==> config.mk <==
export PLATFORM = sky130hd
export DESIGN_NAME = ddpl_host
export DESIGN_NICKNAME = d
export VERILOG_FILES = /design/src/design/ddpl_pkg.sv /design/src/design/ddpl_host.sv
export SDC_FILE = /design/constraint.sdc
export NUM_CORES = 1
export LEC_CHECK = 0
export BUFFER_PORTS_ARGS = -buffer_cell sky130_fd_sc_hd__buf_2
export CORE_UTILIZATION = 25
export DETAILED_ROUTE_END_ITERATION = 8
export GPL_TIMING_DRIVEN = 0
export PLACE_DENSITY = 0.42
export REMOVE_ABC_BUFFERS = 1
export SYNTH_ARGS = -nofsm -noshare
export SYNTH_HDL_FRONTEND = slang
export SYNTH_SLANG_ARGS = --single-unit
export TNS_END_PERCENT = 10
==> constraint.sdc <==
create_clock -name pclk -period 2.3 [get_ports pclk]
set_input_delay 0.115 -clock pclk [delete_from_list [all_inputs] [get_ports pclk]]
set_output_delay 0.115 -clock pclk [all_outputs]
set_load 0.01 [all_outputs]
==> src/design/ddpl_pkg.sv <==
package ddpl_pkg;
    // apb register map of the controller (one aligned word each)
    localparam logic [7:0] CTRL_OFF = 8'h00;
    localparam logic [7:0] DATA_OFF = 8'h04;
    localparam logic [7:0] CMD_OFF = 8'h08;
    localparam logic [7:0] STAT_OFF = 8'h0c;
    localparam logic [7:0] PDX_OFF = 8'h10;
    // ctrl field positions
    localparam int CTRL_SEL_LSB = 0;
    localparam int CTRL_PD_BIT = 4;
    localparam int CTRL_SYNC_BIT = 5;
    localparam int CTRL_BYTE_BIT = 6;
    localparam logic [31:0] CTRL_RST = 32'h0000_0010;
    // data word layout on a 16-bit bus: code, gain just above, buffer above that
    localparam int DATA_GAIN_BIT = 12;
    localparam int DATA_BUF_BIT = 13;
    // cmd register bits (writes start an action)
    localparam int CMD_WR_BIT = 0;
    localparam int CMD_CH_BIT = 1;
    localparam int CMD_LOAD_BIT = 2;
    localparam int CMD_CLR_BIT = 3;
    localparam int CMD_HI_BIT = 4;
    // pin timing in cycles of pclk (10 MHz)
    localparam int CLK_MHZ = 10;
    localparam int SETUP_NS = 100;
    localparam int SETUP_CYC = (SETUP_NS * CLK_MHZ + 999) / 1000;
    localparam int STROBE_CYC = 2;
    localparam int PDX_US = 5;
    localparam int PDX_CYC = PDX_US * CLK_MHZ;
    localparam logic [7:0] CNT_W8 = 8'h00;
    localparam int NUM_SEL = 4;
    // pin bundle driven toward the converter(s)
    typedef struct packed {
        logic [15:0] data_lines;
        logic channel_select;
        logic upper_byte_select;
        logic [3:0] dev_select_n;
        logic write_strobe_n;
        logic load_outputs_n;
        logic clear_all_n;
        logic power_down_n;
    } ddpl_pins_t;
    typedef enum logic [5:0] {
        ST_IDLE = 6'b000001,
        ST_SETUP = 6'b000010,
        ST_STROBE = 6'b000100,
        ST_HOLD = 6'b001000,
        ST_LOAD = 6'b010000,
        ST_CLEAR = 6'b100000
    } ddpl_state_t;
endpackage : ddpl_pkg

==> src/design/ddpl_host.sv <==
`timescale 1ns/1ps
// Behaviour
// - host bus wide enough, sixteen bits here
// - gain above code, buffer above gain
// - only one device select low at once
// - selects stable while address lines change
// - shared load updates all, shared clear zeroes
module ddpl_host (
    // apb slave
    input wire logic pclk,
    input wire logic presetn,
    input wire logic psel,
    input wire logic penable,
    input wire logic pwrite,
    input wire logic [7:0] paddr,
    input wire logic [31:0] pwdata,
    output logic [31:0] prdata,
    output logic pready,
    output logic pslverr,
    // converter pins
    output ddpl_pkg::ddpl_pins_t pins
);
    logic [31:0] ctrl_reg, ctrl_next;
    logic [15:0] data_reg, data_next;
    logic [31:0] prdata_reg, prdata_next;
    logic pslverr_reg, pslverr_next;
    logic pready_reg, pready_next;
    ddpl_pkg::ddpl_state_t st_reg, st_next;
    logic [7:0] cnt_reg, cnt_next;
    logic hi_reg, hi_next;
    logic ch_reg, ch_next;
    logic pdx_busy_reg, pdx_busy_next;
    logic [7:0] pdx_cnt_reg, pdx_cnt_next;
    logic pd_prev_reg, pd_prev_next;
    logic done_reg, done_next;
    ddpl_pkg::ddpl_pins_t pins_reg, pins_next;
    logic wr_acc, rd_acc, busy;

    // one-hot select from ctrl field; the two-bit field always names one of the four selects
    function automatic logic [3:0] sel_dec(input logic [1:0] idx);
        logic [3:0] v;
        v = 4'hf;
        v[idx] = 1'b0;
        return v;
    endfunction : sel_dec

    assign wr_acc = psel && penable && pwrite;
    assign rd_acc = psel && penable && !pwrite;
    assign busy = (st_reg != ddpl_pkg::ST_IDLE);

    // register file, command sequencer and pin drive
    always_comb begin
        ctrl_next = ctrl_reg;
        data_next = data_reg;
        prdata_next = prdata_reg;
        pslverr_next = 1'b0;
        pready_next = 1'b0;
        st_next = st_reg;
        cnt_next = cnt_reg;
        hi_next = hi_reg;
        ch_next = ch_reg;
        done_next = done_reg;
        pins_next = pins_reg;
        pd_prev_next = ctrl_reg[ddpl_pkg::CTRL_PD_BIT];
        pdx_busy_next = pdx_busy_reg;
        pdx_cnt_next = pdx_cnt_reg;
        // power-down exit wait tracker
        pins_next.power_down_n = ctrl_reg[ddpl_pkg::CTRL_PD_BIT];
        if (ctrl_reg[ddpl_pkg::CTRL_PD_BIT] && !pd_prev_reg) begin
            pdx_busy_next = 1'b1;
            pdx_cnt_next = 8'(ddpl_pkg::PDX_CYC);
        end else if (pdx_busy_reg) begin
            if (pdx_cnt_reg == ddpl_pkg::CNT_W8 + 8'h01) pdx_busy_next = 1'b0;
            pdx_cnt_next = pdx_cnt_reg - 8'h01;
        end
        // apb access phase: one wait state, answer when pready_reg rises
        if (psel && penable && !pready_reg) begin
            pready_next = 1'b1;
            if (pwrite) begin
                if (paddr == ddpl_pkg::CTRL_OFF) begin
                    ctrl_next = pwdata;
                end else if (paddr == ddpl_pkg::DATA_OFF) begin
                    data_next = pwdata[15:0];
                end else if (paddr == ddpl_pkg::CMD_OFF) begin
                    if (busy) begin
                        pslverr_next = 1'b1; // refused while a sequence runs
                    end else if (pwdata[ddpl_pkg::CMD_CLR_BIT]) begin
                        st_next = ddpl_pkg::ST_CLEAR;
                        cnt_next = 8'(ddpl_pkg::STROBE_CYC);
                        done_next = 1'b0;
                    end else if (pwdata[ddpl_pkg::CMD_WR_BIT]) begin
                        st_next = ddpl_pkg::ST_SETUP;
                        // one cycle to put the lines out, then the setup count before select falls
                        cnt_next = 8'(ddpl_pkg::SETUP_CYC + 1);
                        ch_next = pwdata[ddpl_pkg::CMD_CH_BIT];
                        hi_next = pwdata[ddpl_pkg::CMD_HI_BIT];
                        done_next = 1'b0;
                    end else if (pwdata[ddpl_pkg::CMD_LOAD_BIT]) begin
                        st_next = ddpl_pkg::ST_LOAD;
                        cnt_next = 8'(ddpl_pkg::STROBE_CYC);
                        done_next = 1'b0;
                    end
                end else if (paddr != ddpl_pkg::STAT_OFF && paddr != ddpl_pkg::PDX_OFF) begin
                    pslverr_next = 1'b1;
                end
            end else begin
                if (paddr == ddpl_pkg::CTRL_OFF) begin
                    prdata_next = ctrl_reg;
                end else if (paddr == ddpl_pkg::DATA_OFF) begin
                    prdata_next = {16'h0000, data_reg};
                end else if (paddr == ddpl_pkg::STAT_OFF) begin
                    prdata_next = {29'h0, pdx_busy_reg, done_reg, busy};
                end else if (paddr == ddpl_pkg::PDX_OFF) begin
                    prdata_next = {24'h0, pdx_cnt_reg};
                end else begin
                    prdata_next = 32'h0000_0000;
                    pslverr_next = 1'b1;
                end
            end
        end
        // pin sequencer
        case (st_reg)
            ddpl_pkg::ST_IDLE: begin
                pins_next.dev_select_n = 4'hf;
                pins_next.write_strobe_n = 1'b1;
                pins_next.clear_all_n = 1'b1;
                pins_next.load_outputs_n = ctrl_reg[ddpl_pkg::CTRL_SYNC_BIT] ? 1'b0 : 1'b1;
            end
            ddpl_pkg::ST_SETUP: begin
                // address and data settle before the select falls
                pins_next.channel_select = ch_reg;
                pins_next.upper_byte_select = hi_reg;
                if (!ctrl_reg[ddpl_pkg::CTRL_BYTE_BIT]) begin
                    pins_next.data_lines = data_reg;
                end else if (hi_reg) begin
                    pins_next.data_lines = {8'h00, data_reg[ddpl_pkg::DATA_BUF_BIT],
                        data_reg[ddpl_pkg::DATA_GAIN_BIT], 2'b00, data_reg[11:8]};
                end else begin
                    pins_next.data_lines = {8'h00, data_reg[7:0]};
                end
                cnt_next = cnt_reg - 8'h01;
                if (cnt_reg == ddpl_pkg::CNT_W8 + 8'h01) begin
                    st_next = ddpl_pkg::ST_STROBE;
                    cnt_next = 8'(ddpl_pkg::STROBE_CYC);
                    pins_next.dev_select_n = sel_dec(ctrl_reg[1:0]);
                    pins_next.write_strobe_n = 1'b0;
                end
            end
            ddpl_pkg::ST_STROBE: begin
                cnt_next = cnt_reg - 8'h01;
                if (cnt_reg == ddpl_pkg::CNT_W8 + 8'h01) begin
                    pins_next.write_strobe_n = 1'b1;
                    st_next = ddpl_pkg::ST_HOLD;
                end
            end
            ddpl_pkg::ST_HOLD: begin
                pins_next.dev_select_n = 4'hf; // release select after strobe rises
                st_next = ddpl_pkg::ST_IDLE;
                done_next = 1'b1;
            end
            ddpl_pkg::ST_LOAD: begin
                pins_next.load_outputs_n = 1'b0;
                cnt_next = cnt_reg - 8'h01;
                if (cnt_reg == ddpl_pkg::CNT_W8 + 8'h01) begin
                    st_next = ddpl_pkg::ST_IDLE;
                    done_next = 1'b1;
                end
            end
            ddpl_pkg::ST_CLEAR: begin
                pins_next.clear_all_n = 1'b0;
                cnt_next = cnt_reg - 8'h01;
                if (cnt_reg == ddpl_pkg::CNT_W8 + 8'h01) begin
                    st_next = ddpl_pkg::ST_IDLE;
                    done_next = 1'b1;
                end
            end
            default: begin
                st_next = ddpl_pkg::ST_IDLE;
            end
        endcase
    end

    // registers only
    always_ff @(posedge pclk or negedge presetn) begin
        if (!presetn) begin
            ctrl_reg <= ddpl_pkg::CTRL_RST;
            data_reg <= 16'h0000;
            prdata_reg <= 32'h0000_0000;
            pslverr_reg <= 1'b0;
            pready_reg <= 1'b0;
            st_reg <= ddpl_pkg::ST_IDLE;
            cnt_reg <= 8'h00;
            hi_reg <= 1'b0;
            ch_reg <= 1'b0;
            done_reg <= 1'b0;
            pd_prev_reg <= 1'b1;
            pdx_busy_reg <= 1'b0;
            pdx_cnt_reg <= 8'h00;
            pins_reg <= '{data_lines: 16'h0000, channel_select: 1'b0,
                upper_byte_select: 1'b0, dev_select_n: 4'hf, write_strobe_n: 1'b1,
                load_outputs_n: 1'b1, clear_all_n: 1'b1, power_down_n: 1'b1};
        end else begin
            ctrl_reg <= ctrl_next;
            data_reg <= data_next;
            prdata_reg <= prdata_next;
            pslverr_reg <= pslverr_next;
            pready_reg <= pready_next;
            st_reg <= st_next;
            cnt_reg <= cnt_next;
            hi_reg <= hi_next;
            ch_reg <= ch_next;
            done_reg <= done_next;
            pd_prev_reg <= pd_prev_next;
            pdx_busy_reg <= pdx_busy_next;
            pdx_cnt_reg <= pdx_cnt_next;
            pins_reg <= pins_next;
        end
    end

    assign prdata = prdata_reg;
    assign pready = pready_reg;
    assign pslverr = pslverr_reg;
    assign pins = pins_reg;
endmodule : ddpl_host

Word level (Yosys, flattened, before mapping)
Cells that the tools add are included.
{ "op_classes": {"addsub": 2, "order_cmp": 2, "eq_ne": 20, "mux": 67, "n_bitwise": 6, "n_reduce_logical": 27} }
{ "op_table": {"columns": ["op", "n"], "rows": [
  ["2-to-1 mux 8 bit", 15],
  ["2-to-1 mux 6 bit", 12],
  ["2-to-1 mux 16 bit", 2],
  ["2-to-1 mux 32 bit", 1],
  ["2-to-1 mux 1 bit", 28],
  ["case mux 6 bit (4 select lines)", 1],
  ["equality test 8 x 1 -> 1 bit (second input constant)", 2],
  ["equality test 8 x 4 -> 1 bit (second input constant)", 2],
  ["case mux 8 bit (2 select lines)", 1],
  ["subtractor 8 x 1 -> 8 bit (second input constant)", 2],
  ["nonzero test 3 bit", 4],
  ["inequality test 3 x 2 -> 1 bit (second input constant)", 3],
  ["equality test 8 x 3 -> 1 bit (second input constant)", 1],
  ["equality test 8 x 5 -> 1 bit (second input constant)", 1],
  ["zero test 8 bit", 1],
  ["inequality test 8 x 4 -> 1 bit (second input constant)", 1],
  ["inequality test 8 x 5 -> 1 bit (second input constant)", 1],
  ["case mux 4 bit (2 select lines)", 1],
  ["AND reduction 8 bit", 1],
  ["nonzero test 2 bit", 4],
  ["AND reduction 7 bit", 1],
  ["equality test 6 x 1 -> 1 bit (second input constant)", 1],
  ["equality test 6 x 2 -> 1 bit (second input constant)", 1],
  ["equality test 6 x 3 -> 1 bit (second input constant)", 1],
  ["other kinds (21)", 36]
]} }
{ "totals": {"ff_bits": 134, "in_bits": 45, "output_inout_bits": 60, "word_cells": 144} }

Logic depth before layout (Yosys ltp)
Gate-level depths: netlist of the first run.
{ "depth": {"word_depth": 11, "depth_mapped": 7, "mapped_depth_nobuf": 7} }

Worst setup path before layout of the first run
OpenSTA, ideal clock, no wires.
{ "synth_timing": {"kind": "register -> register", "start": "reg st_reg[2]", "end": "reg ch_reg", "setup_time_ns": 0.125, "arrival_time_ns": 1.866, "required_ns": 2.175, "slack_ns": 0.310, "stages_incl_launch_ff": 7, "path_buffers": 2, "synth_period_minus_slack_ns": 1.990, "path_cell_list": "dfrtp_1 -> buf_2 -> nor4_2 -> and3_1 -> clkbuf_1 -> and4_1 -> mux2_2"} }
{ "synth_between": {"elab_chain_len": 3} }
{ "synth_rtl": {"columns": ["item", "line", "source"], "rows": [
  ["from (decl)", "ddpl_host.sv:28", "ddpl_pkg::ddpl_state_t st_reg, st_next;"],
  ["from (signal assigned)", "ddpl_host.sv:191", "st_reg <= ddpl_pkg::ST_IDLE;"],
  ["from (signal assigned)", "ddpl_host.sv:208", "st_reg <= st_next;"],
  ["inequality test 6 x 1 -> 1 bit", "ddpl_host.sv:49", "assign busy = (st_reg != ddpl_pkg::ST_IDLE);"],
  ["NOT 1 bit (no source line)", null, null],
  ["AND reduction 8 bit (no source line)", null, null],
  ["to (signal assigned)", "ddpl_host.sv:211", "ch_reg <= ch_next;"],
  ["to (decl)", "ddpl_host.sv:31", "logic ch_reg, ch_next;"]
]} }
No other way between the ends.
A chain may end at the register's enable or synchronous reset.

Worst setup path after layout of the first run
{ "layout_timing": {"start": "reg pready_reg (netlist: pready)", "end": "reg prdata_reg[0] (netlist: prdata[0])"} }
{ "layout_between": {"elab_chain_len": 3} }
{ "layout_rtl": {"columns": ["item", "line", "source"], "rows": [
  ["from (decl)", "ddpl_host.sv:27", "logic pready_reg, pready_next;"],
  ["from (signal assigned)", "ddpl_host.sv:207", "pready_reg <= pready_next;"],
  ["zero test 1 bit", "ddpl_host.sv:77", "if (psel && penable && !pready_reg) begin"],
  ["logical AND 1 bit", "ddpl_host.sv:77", null],
  ["AND reduction 2 bit (no source line)", null, null],
  ["to (signal assigned)", "ddpl_host.sv:205", "prdata_reg <= prdata_next;"],
  ["to (decl)", "ddpl_host.sv:25", "logic [31:0] prdata_reg, prdata_next;"]
]} }
No other way between the ends.

==> results of run 1 <==
[cell type report]
type	count	area, um2	share of cell area (%)
clock buffer	18	429.2	5.641
clock inverter	14	141.4	1.858
inverter	8	30.03	0.3947
multi-input combinational	328	2396	31.49
sequential	134	3366	44.24
tap	313	391.6	5.147
timing repair buffer	135	854.6	11.23
[timing repair]
| item | CTS | global route |
|---|---|---|
| pin swaps | 1 | 0 |
| hold buffers | 30 | 0 |
| setup buffers | 0 | 0 |
| hold endpoints to repair | 103 | 0 |
| setup endpoints to repair | 86 | 19 |
| gates resized for setup | 5 | 5 |
[metrics by stage]
stage	instances	cell area, um2	setup WS, ns	util (%)	setup TNS (ns)
detailed placement	888	6700	-0.5718	29.24	-28.57
CTS	950	7587	-0.02594	33.11	-0.02594
finish	950	7609	0.05591	33.20	0
global placement	887	6661	-0.8504	29.07	-145.41
global route	950	7609	-0.04582	33.20	-0.2769
floorplan	470	5749	0.1465	-	0
[power by group through the flow]
stage	logic (mW)	clock network (mW)	registers, mW
6_report	0.496	2.66	2.61
5_1_grt	0.567	2.84	2.63
4_1_cts	0.503	2.74	2.61
3_5_place_dp	0.455	0	2.65
3_3_place_gp	0.437	0	2.64
2_1_floorplan	0.246	0	2.62
[cells by family after synthesis]
group | after synthesis
xor gates and xnor gates | 11
muxes | 56
AOI/OAI and AO/OA | 98
adders and majority gates | 4
and+or+nand+nor | 159
buffers and inverters | 34
DFF | 134
[final timing paths]
kind / startpoint / slack [ns] / cells after the start / endpoint
min in group asynchronous: presetn / 0.27 / 2 / prdata[8]$_DFFE_PN0P_
worst min-delay path: pwdata[0] / 0.04 / 2 / ctrl_reg[0]$_DFFE_PN0P_
worst min register to register: ctrl_reg[4]$_DFFE_PN1P_ / 0.39 / 0 / pins[0]$_DFF_PN1_
worst max register to register: pready$_DFF_PN0_ / 0.06 / 5 / prdata[0]$_DFFE_PN0P_
max in group asynchronous: presetn / 1.23 / 3 / pins[0]$_DFF_PN1_
worst max-delay path: pready$_DFF_PN0_ / 0.06 / 5 / prdata[0]$_DFFE_PN0P_
[cell usage in the layout (no fill, tap or decap), types with 5 or more instances in the layout]
| cell | synthesis | routed |
|---|---|---|
| dfrtp_1 | 124 | 124 |
| buf_2 | 10 | 103 |
| nand2_1 | 58 | 57 |
| mux2_2 | 37 | 37 |
| dlygate4sd3_1 | 0 | 30 |
| nor2_1 | 30 | 29 |
| o21ai_0 | 21 | 21 |
| clkbuf_16 | 0 | 17 |
| nand3_1 | 16 | 16 |
| a22o_1 | 16 | 16 |
| nand2b_1 | 13 | 13 |
| mux2_4 | 10 | 10 |
| dfstp_2 | 10 | 10 |
| a21oi_1 | 9 | 9 |
| a22oi_1 | 9 | 9 |
| xnor2_1 | 9 | 9 |
| inv_1 | 8 | 8 |
| a221oi_1 | 6 | 6 |
| mux2i_1 | 6 | 6 |
| o22ai_1 | 5 | 5 |
[synth_stat cells, types with 6 or more instances]
library cell    n
a22o_1         16
buf_2          10
inv_1           8
nand2_1        58
dfstp_2        10
clkbuf_1       10
o21ai_0        21
nand2b_1       13
nor2_1         30
xnor2_1         9
a221oi_1        6
a21oi_1         9
mux2_2         37
dfrtp_1       124
mux2_4         10
nand3_1        16
mux2i_1         6
a22oi_1         9
[per-layer routing]
layer	up-vias	global-route usage (%)
met1	2214	17.52
met5	-	0
met2	110	22.89
met3	14	4.667
li1	2037	-
met4	0	4.062
==> impl_metrics.tcl, run 1 <==
set metrics [dict create \
    outcome "finished, final reports clean" \
    drt_iter0_markers 227 \
    critPathSlowestCell "nor2_4" \
    start_util_pct 25.79 \
    core_region_area_mm2 0.02292 \
    maxCapViolCount 0 \
    synth_xor_xnor_area_share_pct 1.630 \
    path_max_fanout 31 \
    end_kind "flop" \
    maxUsedRoutingLayer "met4" \
    syn_inst 496 \
    synth_ff_type "dfrtp_1" \
    power_density_mw_per_mm2 758.8 \
    m1WireLength_um 7285 \
    netlist_area_mm2 0.005909 \
    synth_top_area_share_pct 52.51 \
    p_leak_nw 3.665 \
    wl_per_cell_um 17.19 \
    path_cells "nand3b_1 -> or2_4 -> nor2_4 -> a22oi_1 -> o31ai_1" \
    grt-ovfl-total 0 \
    cts.clk_slew.worst_paths_ns 0.06 \
    antenna_cells 0 \
    period_share_pct 97.57 \
    critPathRequiredTime_ns 2.62 \
    routed-via-count 4375 \
    whs_ns 0.04403 \
    synth_edf_count 0 \
    synthSimpleGateAreaFrac_pct 13.49 \
    clockPowerShare_pct 46.1 \
    setup_viol_count_final 0 \
    total_power_mw 5.773 \
    h-tree-depth 4 \
    row_count 55 \
    met2_length_um 7850 \
    power_frac_seq_pct 45.3 \
    slew_headroom_pct 41.77 \
    avgSynthCellArea_um2 11.91 \
    ys_seq_area_share_pct 56.96 \
    yosysUniqueCellTypes 64 \
    cp-start-kind "flop" \
    grt_max_degree 75 \
    fin_crit_ns 2.244 \
    fin_nets 673 \
    synth_top_family_by_area "simple AND/OR/NAND/NOR gates" \
    drive_gt1_share_pct 33.59 \
    synth.mux.area_fraction_pct 11.18 \
    path_buf_inv 0 \
    tightest_slew_ns 0.8713 \
    drv_slew 0 \
    clkLatencyLatePin_ns 0.42 \
    irDropWorstVdd_mv 0.4631 \
    grt_pass1_vias 4548 \
    p_sw_mw 1.562 \
    drc 0 \
    dr.pass1.iters 5 \
    viasPerCell 4.605 \
    grt_pass1_wl_um 25670 \
    finalClockSkew_ns 0.008743 \
    antenna_found_initial 0 \
    ant_nets 0 \
    holdCritPathClass "input pin to flop" \
    rsz0062_at_grt "yes" \
    yosysTopAreaCell "dfrtp_1" \
    place_congestion 0.7972 \
    cts_sinks 134 \
    area_delta_synth_final_pct 28.75 \
    dp_hpwl_um 10650 \
    internal_power_mw 4.211 \
    clock.fmax_ghz 0.4456 \
    critPathKind "flop to flop" \
    synth-async-reset-ratio_pct 100.0 \
    synth_compound_area_share_pct 12.68 \
    dieArea_mm2 0.02426 \
    clockRootBuffer "clkbuf_16" \
    synthTopCellsByArea "dfrtp_1 (53%), mux2_2 (7.1%), dfstp_2 (4.4%)" \
    cpLargestDelayFamily "simple AND/OR/NAND/NOR gates" \
    cts_tree "yes" \
    slowest_delay_ns 0.72 \
    routed_wirelength_um 16330 \
    power_frac_comb_pct 8.6 \
    ys_warn_count 0 \
    numCtsBuffers 17 \
    wl_met3_um 975 \
    crit_arrival_ns 2.57 \
    swShare_pct 27.06 \
    synthAdderAreaFrac_pct 0.8469 \
    die_y_um 155.7 \
    portBuffers 104 \
    ios 105 \
    ctsLongestPathBuffers 2 \
    grtUsageTotal_pct 14.00 \
    die_w_um 155.7 \
    synth.ff_latch_count 134 \
    fill_cells 2326 \
    hold_viol 0 \
]
(Power assumes the default switching activity.)
==> inputs of run 2 (changes only) <==
Settings changed: GPL_TIMING_DRIVEN 0 to default.
==> impl_metrics.tcl, run 2 (same netlist as run 1, synthesis figures left out) <==
set metrics [dict create \
    fin_crit_ns 2.035 \
    seqCellArea_mm2 0.003366 \
    slowest_delay_ns 0.59 \
    setup_viol_count_final 0 \
    irDropWorstVdd_mv 0.3400 \
    area_delta_synth_final_pct 29.98 \
    dr.pass1.iters 4 \
    fill_cells 2350 \
    critPathKind "flop to flop" \
    power_frac_comb_pct 8.5 \
    ctsLongestPathBuffers 2 \
    core_region_area_mm2 0.02292 \
    slew_headroom_pct 50.92 \
    die_w_um 155.7 \
    ant_nets 0 \
    whs_ns 0.04673 \
    dieArea_mm2 0.02426 \
    multiInputGateArea_mm2 0.002354 \
    critPathSlowestCell "nor4_1" \
    place_congestion 0.8145 \
    cts.clk_slew.worst_paths_ns 0.06 \
    grt_max_degree 74 \
    fin_nets 686 \
    path_buf_inv 0 \
    die_y_um 155.7 \
    cts_sinks 134 \
    crit_arrival_ns 2.37 \
    path_cells "nor4_1 -> and2_1 -> nand2_1 -> o32a_1 -> o22a_1" \
    routed-via-count 4373 \
    routed_wirelength_um 16040 \
    drt_iter0_markers 229 \
    layout.cells.non_filler 963 \
    dp.cells 902 \
    swShare_pct 24.92 \
    maxCapViolCount 0 \
    start_util_pct 25.79 \
    row_count 55 \
    power_frac_seq_pct 45.1 \
    antenna_cells 0 \
    path_max_fanout 5 \
    rsz0062_at_grt "no" \
    holdCritPathClass "input pin to flop" \
    h-tree-depth 4 \
    portBuffers 104 \
    internal_power_mw 4.361 \
    p_leak_nw 3.721 \
    period_share_pct 88.47 \
    drive_gt1_share_pct 34.00 \
    viasPerCell 4.541 \
    antenna_found_initial 0 \
    tightest_slew_ns 0.7260 \
    wl_per_cell_um 16.66 \
    total_power_mw 5.808 \
    finalClockSkew_ns 0.007286 \
    critPathRequiredTime_ns 2.63 \
    final_cell_mix "dfrtp_1 (124), buf_2 (103), nand2_1 (58)" \
    cp-start-kind "flop" \
    cpLargestDelayFamily "simple AND/OR/NAND/NOR gates" \
    grt-ovfl-total 0 \
    drc 0 \
    clkLatencyLatePin_ns 0.41 \
    p_sw_mw 1.447 \
    ios 105 \
    power_density_mw_per_mm2 756.1 \
    dp_hpwl_um 11130 \
    clockRootBuffer "clkbuf_16" \
    grtUsageTotal_pct 14.03 \
    clockPowerShare_pct 46.5 \
    numCtsBuffers 17 \
    cts_tree "yes" \
    end_kind "flop" \
    outcome "finished, final reports clean" \
    cts_resized 0 \
    drv_slew 0 \
    hold_viol 0 \
    grt_pass1_vias 4542 \
    grt_pass1_wl_um 25700 \
    final_common_cell "dfrtp_1" \
    clock.fmax_ghz 0.4914 \
    setup-tns-final_ns 0 \
]
## run 2: what timing repair did
| action | in CTS | in global routing |
|---|---|---|
| hold endpoints to repair | 108 | 0 |
| setup buffers | 0 | 0 |
| hold buffers | 29 | 0 |
## run 2: metrics by stage
step	setup slack, ns	util [%]	area (um2)
after global placement	0.3149	29.70	6805
after detailed placement	0.2999	29.70	6805
after global routing	0.1766	33.52	7681
final	0.2651	33.52	7681
after floorplan	0.1465	-	5749
after CTS	0.2941	33.52	7681
## run 2: final cells by class
type,count,share of cell area (%)
clock inverter,10,1.580
clock buffer,22,6.043
multi-input combinational,328,30.64
inverter,8,0.3909
timing repair buffer,148,12.43
tap,313,5.099
sequential,134,43.82
## run 2: worst paths after layout
path / end / slack, ns / cells past startpoint / start
worst max-delay path: pins[6]$_DFFE_PN1P_ / 0.27 / 5 / cnt_reg[2]$_DFFE_PN0P_
worst min-delay path: ctrl_reg[2]$_DFFE_PN0P_ / 0.05 / 2 / pwdata[2]
min in group asynchronous: st_reg[5]$_DFF_PN0_ / 0.32 / 2 / presetn
worst min register to register: pins[0]$_DFF_PN1_ / 0.39 / 0 / ctrl_reg[4]$_DFFE_PN1P_
max in group asynchronous: st_reg[0]$_DFF_PN1_ / 1.26 / 3 / presetn
worst max register to register: pins[6]$_DFFE_PN1P_ / 0.27 / 5 / cnt_reg[2]$_DFFE_PN0P_
## run 2: per-layer routing
| metal | up-vias | routed length, um | global-route usage, % |
|---|---|---|---|
| li1 | 2066 | - | - |
| met1 | 2195 | 7321 | 18.06 |
| met2 | 102 | 7672 | 22.51 |
| met3 | 10 | 881 | 4.278 |
| met4 | 0 | 166 | 4.342 |
| met5 | - | 0 | 0 |
## run 2: power groups by stage
stage | sequential, mW | clock, mW | combinational, mW
6_report | 2.62 | 2.70 | 0.491
5_1_grt | 2.64 | 2.90 | 0.566
4_1_cts | 2.62 | 2.77 | 0.505
3_5_place_dp | 2.66 | 0 | 0.465
3_3_place_gp | 2.66 | 0 | 0.455
2_1_floorplan | 2.62 | 0 | 0.246
